<file path="config.mk">
export PLATFORM = sky130hd
export DESIGN_NAME = sat_sync_pattern_regs
export DESIGN_NICKNAME = d
export VERILOG_FILES = /design/src/hdl/sat_pkg.sv /design/src/hdl/sat_sync_pattern_regs.sv
export SDC_FILE = /design/constraint.sdc
export NUM_CORES = 1
export LEC_CHECK = 0
export ABC_AREA = 1
export BUFFER_PORTS_ARGS = -buffer_cell sky130_fd_sc_hd__buf_4
export CORE_MARGIN = 3
export CORE_UTILIZATION = 55
export DETAILED_ROUTE_END_ITERATION = 10
export PLACE_DENSITY = 0.83
export SYNTH_ARGS = -nofsm -noshare
export SYNTH_HDL_FRONTEND = slang
export SYNTH_SLANG_ARGS = --single-unit
</file>
<file path="constraint.sdc">
create_clock -name clock -period 3.5 [get_ports clock]
set_input_delay 0.525 -clock clock [delete_from_list [all_inputs] [get_ports clock]]
set_output_delay 0.525 -clock clock [all_outputs]
set_load 0.005 [all_outputs]
</file>
<file path="src/hdl/sat_pkg.sv">
// shared constants and carrier types for the sync and test pattern register bank
package sat_pkg;
    // ------------------------------------------------------------
    // register addresses
    // ------------------------------------------------------------
    localparam logic [7:0] ADDR_PAT3_LOW = 8'h1d;
    localparam logic [7:0] ADDR_PAT3_HIGH = 8'h1e;
    localparam logic [7:0] ADDR_PAT4_LOW = 8'h1f;
    localparam logic [7:0] ADDR_PAT4_HIGH = 8'h20;
    localparam logic [7:0] ADDR_SIG_LOW = 8'h24;
    localparam logic [7:0] ADDR_SIG_HIGH = 8'h25;
    localparam logic [7:0] ADDR_SYNC_CTRL = 8'h3a;

    // ------------------------------------------------------------
    // reset values
    // ------------------------------------------------------------
    localparam logic [7:0] RST_PAT_BYTE = 8'h00;
    localparam logic [2:0] RST_SYNC_CTRL = 3'h0;
    localparam logic [7:0] UNMAPPED_READ = 8'h00;

    // ------------------------------------------------------------
    // sync control field positions
    // ------------------------------------------------------------
    localparam int SYNC_MASTER_BIT = 0;
    localparam int SYNC_DIV_EN_BIT = 1;
    localparam int SYNC_NEXT_ONLY_BIT = 2;
    localparam int SYNC_CTRL_WIDTH = 3;

    // ------------------------------------------------------------
    // carriers
    // ------------------------------------------------------------
    typedef struct packed {
        logic wr;
        logic rd;
        logic [7:0] addr;
        logic [7:0] data;
    } sat_reg_req_s;

    typedef struct packed {
        logic [15:0] pattern3;
        logic [15:0] pattern4;
    } sat_patterns_s;
endpackage

</file>
<file path="src/hdl/sat_sync_pattern_regs.sv">
// sync control, user test patterns 3/4 and self-test signature register bank
//
// How it works
// - no sync pulse reaches the divider unless master buffer enable is set
// - pulses pass to divider only while divider enable and master enable high
// - next-sync-only: first pulse aligns the divider, later pulses are dropped
// - after a next-sync-only alignment, divider enable bit clears itself
// - pattern 3 is 16 bits, low byte then high byte at next address
// - pattern 4 is 16 bits in two bytes, both reset to zero
`timescale 1ns/1ps
module sat_sync_pattern_regs (
    // clock and reset
    input wire logic clock,
    input wire logic rst_n,
    // byte register port from the serial port engine
    input sat_pkg::sat_reg_req_s regReq,
    output logic [7:0] rdData_r,
    output logic rdValid_r,
    // sync pin and divider side
    input wire logic syncPin,
    output logic syncBufEnable_r,
    output logic dividerSync_r,
    // pattern generator and self-test engine
    output sat_pkg::sat_patterns_s patterns_r,
    input wire logic [15:0] signature
);
    // ------------------------------------------------------------
    // reset release
    // ------------------------------------------------------------
    logic rstMeta_r;
    logic rstSync_r;
    always_ff @(posedge clock or negedge rst_n) begin
        if (!rst_n) begin
            rstMeta_r <= 1'b0;
            rstSync_r <= 1'b0;
        end else begin
            rstMeta_r <= 1'b1;
            rstSync_r <= rstMeta_r;
        end
    end

    // ------------------------------------------------------------
    // register decode
    // ------------------------------------------------------------
    function automatic logic hit(input sat_pkg::sat_reg_req_s req, input logic [7:0] addr);
        hit = req.wr && (req.addr == addr);
    endfunction

    wire wrPat3Low = hit(regReq, sat_pkg::ADDR_PAT3_LOW);
    wire wrPat3High = hit(regReq, sat_pkg::ADDR_PAT3_HIGH);
    wire wrPat4Low = hit(regReq, sat_pkg::ADDR_PAT4_LOW);
    wire wrPat4High = hit(regReq, sat_pkg::ADDR_PAT4_HIGH);
    wire wrSyncCtrl = hit(regReq, sat_pkg::ADDR_SYNC_CTRL);

    // ------------------------------------------------------------
    // pattern words
    // ------------------------------------------------------------
    logic [7:0] pat3Low_r;
    logic [7:0] pat3High_r;
    logic [7:0] pat4Low_r;
    logic [7:0] pat4High_r;
    always_ff @(posedge clock or negedge rstSync_r) begin
        if (!rstSync_r) begin
            pat3Low_r <= sat_pkg::RST_PAT_BYTE;
            pat3High_r <= sat_pkg::RST_PAT_BYTE;
        end else begin
            if (wrPat3Low) pat3Low_r <= regReq.data;
            if (wrPat3High) pat3High_r <= regReq.data;
        end
    end
    always_ff @(posedge clock or negedge rstSync_r) begin
        if (!rstSync_r) begin
            pat4Low_r <= sat_pkg::RST_PAT_BYTE;
            pat4High_r <= sat_pkg::RST_PAT_BYTE;
        end else begin
            if (wrPat4Low) pat4Low_r <= regReq.data;
            if (wrPat4High) pat4High_r <= regReq.data;
        end
    end
    wire sat_pkg::sat_patterns_s patterns_nxt = {wrPat3High ? regReq.data : pat3High_r,
                                                 wrPat3Low ? regReq.data : pat3Low_r,
                                                 wrPat4High ? regReq.data : pat4High_r,
                                                 wrPat4Low ? regReq.data : pat4Low_r};
    always_ff @(posedge clock or negedge rstSync_r) begin
        if (!rstSync_r) patterns_r <= '0;
        else patterns_r <= patterns_nxt;
    end

    // ------------------------------------------------------------
    // sync pin qualification
    // ------------------------------------------------------------
    logic syncS1_r;
    logic syncS2_r;
    logic syncS3_r;
    logic syncLevel_r;
    always_ff @(posedge clock or negedge rstSync_r) begin
        if (!rstSync_r) begin
            syncS1_r <= 1'b0;
            syncS2_r <= 1'b0;
            syncS3_r <= 1'b0;
            syncLevel_r <= 1'b0;
        end else begin
            syncS1_r <= syncPin;
            syncS2_r <= syncS1_r;
            syncS3_r <= syncS2_r;
            if (syncS2_r == syncS3_r) syncLevel_r <= syncS3_r;
        end
    end
    wire syncRise = (syncS2_r == syncS3_r) && syncS3_r && !syncLevel_r;

    // ------------------------------------------------------------
    // sync control register
    // ------------------------------------------------------------
    logic [2:0] syncCtrl_r;
    wire masterEn = syncCtrl_r[sat_pkg::SYNC_MASTER_BIT];
    wire divEn = syncCtrl_r[sat_pkg::SYNC_DIV_EN_BIT];
    wire nextOnly = syncCtrl_r[sat_pkg::SYNC_NEXT_ONLY_BIT];
    wire passPulse = masterEn && divEn && syncRise;
    // one-shot: divider enable drops after the first pulse
    wire oneShotDone = passPulse && nextOnly;
    wire [2:0] ctrlWritten = wrSyncCtrl ? regReq.data[2:0] : syncCtrl_r;
    wire [2:0] divEnMask = 3'h1 << sat_pkg::SYNC_DIV_EN_BIT;
    // self-clear of divider enable wins over a same-cycle write
    wire [2:0] syncCtrl_nxt = oneShotDone ? (ctrlWritten & ~divEnMask) : ctrlWritten;
    always_ff @(posedge clock or negedge rstSync_r) begin
        if (!rstSync_r) syncCtrl_r <= sat_pkg::RST_SYNC_CTRL;
        else syncCtrl_r <= syncCtrl_nxt;
    end
    always_ff @(posedge clock or negedge rstSync_r) begin
        if (!rstSync_r) begin
            dividerSync_r <= 1'b0;
            syncBufEnable_r <= 1'b0;
        end else begin
            dividerSync_r <= passPulse;
            syncBufEnable_r <= syncCtrl_nxt[sat_pkg::SYNC_MASTER_BIT];
        end
    end

    // ------------------------------------------------------------
    // read back
    // ------------------------------------------------------------
    logic [7:0] rdMux;
    // reserved bits zero, signature straight from engine
    always_comb begin
        case (regReq.addr)
            sat_pkg::ADDR_PAT3_LOW: rdMux = pat3Low_r;
            sat_pkg::ADDR_PAT3_HIGH: rdMux = pat3High_r;
            sat_pkg::ADDR_PAT4_LOW: rdMux = pat4Low_r;
            sat_pkg::ADDR_PAT4_HIGH: rdMux = pat4High_r;
            sat_pkg::ADDR_SIG_LOW: rdMux = signature[7:0];
            sat_pkg::ADDR_SIG_HIGH: rdMux = signature[15:8];
            sat_pkg::ADDR_SYNC_CTRL: rdMux = {5'h00, syncCtrl_r};
            default: rdMux = sat_pkg::UNMAPPED_READ;
        endcase
    end
    always_ff @(posedge clock or negedge rstSync_r) begin
        if (!rstSync_r) begin
            rdData_r <= 8'h00;
            rdValid_r <= 1'b0;
        end else begin
            rdValid_r <= regReq.rd;
            if (regReq.rd) rdData_r <= rdMux;
        end
    end

    // ------------------------------------------------------------
    // checks
    // ------------------------------------------------------------
    master_gate_a: assert property (@(posedge clock) disable iff (!rstSync_r)
        dividerSync_r |-> $past(masterEn))
        else $error("divider sync without master enable");
    both_enables_a: assert property (@(posedge clock) disable iff (!rstSync_r)
        (masterEn && divEn && syncRise) |=> dividerSync_r)
        else $error("qualified sync pulse not passed");
    one_shot_a: assert property (@(posedge clock) disable iff (!rstSync_r)
        (dividerSync_r && $past(nextOnly) && !$past(wrSyncCtrl)) |-> !divEn ##1 !dividerSync_r)
        else $error("second pulse passed in next-sync-only");
    self_clear_a: assert property (@(posedge clock) disable iff (!rstSync_r)
        oneShotDone |=> !syncCtrl_r[sat_pkg::SYNC_DIV_EN_BIT])
        else $error("divider enable not cleared after one-shot");
    pat3_word_a: assert property (@(posedge clock) disable iff (!rstSync_r)
        wrPat3High |=> patterns_r.pattern3[15:8] == $past(regReq.data))
        else $error("pattern 3 high byte misplaced");
    pat4_word_a: assert property (@(posedge clock) disable iff (!rstSync_r)
        (wrPat4Low && !wrPat4High) |=> patterns_r.pattern4[7:0] == $past(regReq.data))
        else $error("pattern 4 low byte misplaced");
    reserved_zero_a: assert property (@(posedge clock) disable iff (!rstSync_r)
        (regReq.rd && regReq.addr == sat_pkg::ADDR_SYNC_CTRL) |=> rdData_r[7:3] == 5'h00)
        else $error("reserved sync bits read nonzero");
    sig_readback_a: assert property (@(posedge clock) disable iff (!rstSync_r)
        (regReq.rd && regReq.addr == sat_pkg::ADDR_SIG_HIGH) |=> rdData_r == $past(signature[15:8]))
        else $error("signature high read wrong");
    pat3_low_a: assert property (@(posedge clock) disable iff (!rstSync_r)
        wrPat3Low |=> patterns_r.pattern3[7:0] == $past(regReq.data))
        else $error("pattern 3 low byte misplaced");
    pat4_high_a: assert property (@(posedge clock) disable iff (!rstSync_r)
        wrPat4High |=> patterns_r.pattern4[15:8] == $past(regReq.data))
        else $error("pattern 4 high byte misplaced");
    continuous_pass_a: assert property (@(posedge clock) disable iff (!rstSync_r)
        dividerSync_r |-> $past(divEn))
        else $error("divider sync without divider enable");
    master_off_a: assert property (@(posedge clock) disable iff (!rstSync_r)
        !masterEn |=> !dividerSync_r)
        else $error("sync passed while master enable low");
    buffer_follows_a: assert property (@(posedge clock) disable iff (!rstSync_r)
        syncBufEnable_r == masterEn)
        else $error("sync buffer enable differs from master bit");
    later_drop_a: assert property (@(posedge clock) disable iff (!rstSync_r)
        (nextOnly && !divEn && syncRise) |=> !dividerSync_r)
        else $error("later pulse passed after one-shot");
    sig_low_read_a: assert property (@(posedge clock) disable iff (!rstSync_r)
        (regReq.rd && regReq.addr == sat_pkg::ADDR_SIG_LOW) |=> rdData_r == $past(signature[7:0]))
        else $error("signature low read wrong");
endmodule

</file>
==> impl_results.md <==
* Outcome: completed
* Hold WS at ~0.33 ns
* Hold Crit Start: syncPin
* Clock Skew at around 0.006 ns
* Root Driver: clkbuf_8
* Mapped Area at around 2700 um2
* Clk sink count at 51
* Synth warn at 0
* Crit-path max FO at 16
* Max incr delay on CP at 0.28 ns
* Clk slew on worst S/H paths at 0.09 ns
* Pins over their slew limit at 0
* Post-Synth Simple-Gate Area at 35.5%
* Sw Share at 23.7%
* CTS Buf Count at 5
* WHS Endpoint: syncS1_r
* Final WL at 6830 um
* Detailed Routing Iterations Pass 1 at 5
* Kind of critical path: in2reg
* Largest net degree at the start of global routing at 50
* Worst slack, placed at 1.72 ns
* Starting Density at about three fifths
* Core area at 4530 um2
* Count of different cell masters after synthesis at 27
* Routability cong. at 0.864
* Rows at 24
* Sequential fraction of the synthesis area at roughly 48%
* Worst-margin pin slew at 1.06 ns
* Die area at 5750 um2
* Die X at ~76 um
* Sequential share of power at between 50% and 60%
* Post-synthesis mux area share at 0.420%
* Setup slack, reg-to-reg at 2.37 ns
* Layout Nets at 432
* Cells after Synth at 315
* Count of final setup violators at 0
* I/O pin count at 80
* Syn_nets at 353
* Final WS setup at between 2 and 2.5 ns
* Placed cells at 451
* PwrDens at 383 nW/um2
* Synth Area in XOR/XNOR at 0%
* Compound-Gate Fraction of Synth Area at approximately 8.5%
* Number of diodes at 0
* Final period utilization at 42.1%
* Number of max-cap violations at 0
* Psw at 0.310 mW
* Sum Neg Setup Slack at 0 ns
* Die Ht at 75.8 um
* Vias in the first global route at around 2,300
* DR vias at 2,402
* Syn-to-layout area delta at 27.5%
* Crit path cell chain: buf_4, inv_2, nand2_2, nor2_4, nand2_4, nor2_8, nand2_1, o21a_1
* Maximum clock path buffer count at 2
* GRT overflow at 0
* Maximum level of the CTS H-tree at 2
* First-pass GRT wire length at 10,800 um
* Final Hold Viols at 0
* Layout fillers at 369
* Critical Path RT at 3.70 ns
* Hold path depth at 1
* Crit path DAT at between 1.5 and 2 ns
* Routed vias/inst at 5.22
* Leakage at 1.96 nW
* Worst r2r src: rstSync_r
* GRT Overall Usage at 25.5%
* Clock share of power at 36.3%
* RSZ-0062 raised after global routing: false
* Iter 0 DRT Violations at 223
* Critical Path Start Type: primary input
* Post-Synth Adder-Cell Area at 0.467%
* Setup Buffers After CTS at 0
* Share of cells above drive strength 1 at a little under a third
* Yosys reg bits at between 50 and 60
* CTS tree: built
* Worst VDD drop at a little over 300 uV
* Max Clock Freq at slightly below 0.7 GHz
* Int Pwr at approximately 1.0 mW
* Worst min-delay path class: in2reg
* Clk Latency, worst-skew pair at approximately 0.3 ns
* PortBufs at 79
* Min Tclk post-route at between 1 and 1.5 ns
* Combinational share of power at 13.0%
* DRC at 0
* Slowest stage cell, crit path: nor2_4
* Detail Route Antenna Nets at 0
* Mean post-synth cell area at 8.51 um2
* Design area at 3420 um2
* Cts repair resizes at 0
* Main combinational cell family by area after synthesis: simple AND/OR/NAND/NOR gates
* Worst r2r path cells at 0
* Initial antenna violation count at 0
* Post-route insts no fill at 460
* Endpoint class of the critical path: flop
* Placed Area at 3280 um2
* DPL Wire Length at 5240 um
* Reg2reg end: patterns_r[7]
* Slew margin rel. at 29.6%
* Wirelength per Cell at around 15 um
-- power by group through the flow --
stage	Sequential, mW	Combinational, mW	Clock [mW]
after floorplan	0.667	0.0710	0
after global placement	0.674	0.164	0
after detailed placement	0.675	0.169	0
after CTS	0.663	0.171	0.481
after global routing	0.670	0.186	0.502
final	0.663	0.170	0.475
-- registers in the layout (all words and copies together) (netlist names) --
name,flops
dividerSync_r,1
pat3High_r,1
pat4High_r,1
patterns_r,30
rdData_r,8
rdValid_r,1
rstMeta_r,1
rstSync_r,1
syncCtrl_r,3
syncLevel_r,1
syncS1_r,1
syncS2_r,1
syncS3_r,1
-- final cells by class --
cell class	instances	area (um2)	area share, %
clock buffer	6	72.6	2.12
clock inverter	2	60.1	1.76
inverter	31	116	3.40
multi-input combinational	225	1210	35.3
sequential	51	1280	37.4
tap	65	81.3	2.38
timing repair buffer	80	603	17.6
-- metrics by stage --
step                util (%)  power [mW]
floorplan                  -       0.738
global placement        72.2       0.838
detailed placement      72.2       0.844
CTS                     75.4        1.32
global route            75.4        1.36
finish                  75.4        1.31
-- cell usage after synthesis --
master     n  share of area, %
nand2_1   84                12
dfrtp_1   51                48
nand3_1   42               7.8
nor2_1    32               4.5
inv_1     27               3.8
o21ai_1   11               2.1
o21a_1    10               2.8
nand2_2    9               2.1
a21oi_1    7               1.3
nor2_8     7               5.2
inv_2      4              0.56
nand2_4    4               1.7
o21ai_0    4              0.75
o21ai_2    4               1.3
buf_6      3               1.3
nor2_4     3               1.3
buf_8      2               1.1
nor2_2     2              0.47
a21oi_2    1              0.33
buf_2      1              0.19
buf_4      1              0.28
clkbuf_1   1              0.14
conb_1     1              0.14
ha_1       1              0.47
mux2_2     1              0.42
nand3_2    1              0.37
nor3b_1    1              0.28
-- routing by layer --
layer	vias up	routed length, um	track usage (%)
li1	1155	-	-
met2	95	3290	40.3
met1	1134	2990	35.4
met5	-	0	0
met3	18	394	4.62
met4	0	150	8.54
-- kinds of logic (layout without fill, tap and decap cells) --
logic type	count (synthesis)	count (layout)
buf+inv	39	119
simple gates	185	185
other cells	1	1
mux	1	1
compound gates	37	37
fa+ha+maj	1	1
flops	51	51
-- worst max-delay path by stage --
stage / from / end / slack, ns / cells past startpoint
floorplan: rstSync_r / dividerSync_r / 1.98 / 0
global placement: regReq[13] / patterns_r[23] / 1.77 / 8
detailed placement: regReq[13] / patterns_r[23] / 1.72 / 8
CTS: regReq[13] / patterns_r[23] / 2.04 / 8
global route: regReq[13] / patterns_r[23] / 1.90 / 8
finish: regReq[13] / patterns_r[23] / 2.03 / 8
-- what timing repair did --
item	CTS	global route
hold buffers	1	0
endpoints found under the setup margin	0	0
endpoints found under the hold margin	2	0
-- placed cells by master, fill, tap and decap left out --
cell            n
a21oi_2         1
mux2_2          1
inv_2           4
o21ai_0         4
nand2_1        84
conb_1          1
nand3_2         1
nor2_4          3
buf_4          79
nor2_1         32
ha_1            1
nor2_2          2
inv_1          27
bufinv_16       2
o21a_1         10
dfrtp_2         1
o21ai_1        11
nor2_8          7
dfrtp_1        50
clkbuf_1        1
nand3_1        42
nor3b_1         1
o21ai_2         4
nand2_4         4
clkbuf_8        5
dlygate4sd3_1   1
a21oi_1         7
nand2_2         9
-- critical path, delay by kind of cell --
family                 cells  cell delay [ns]
buffers and inverters      2             0.17
AND/OR/NAND/NOR            5             0.86
AO/OA/AOI/OAI              1             0.11
Power figures use the tool's default switching activity.
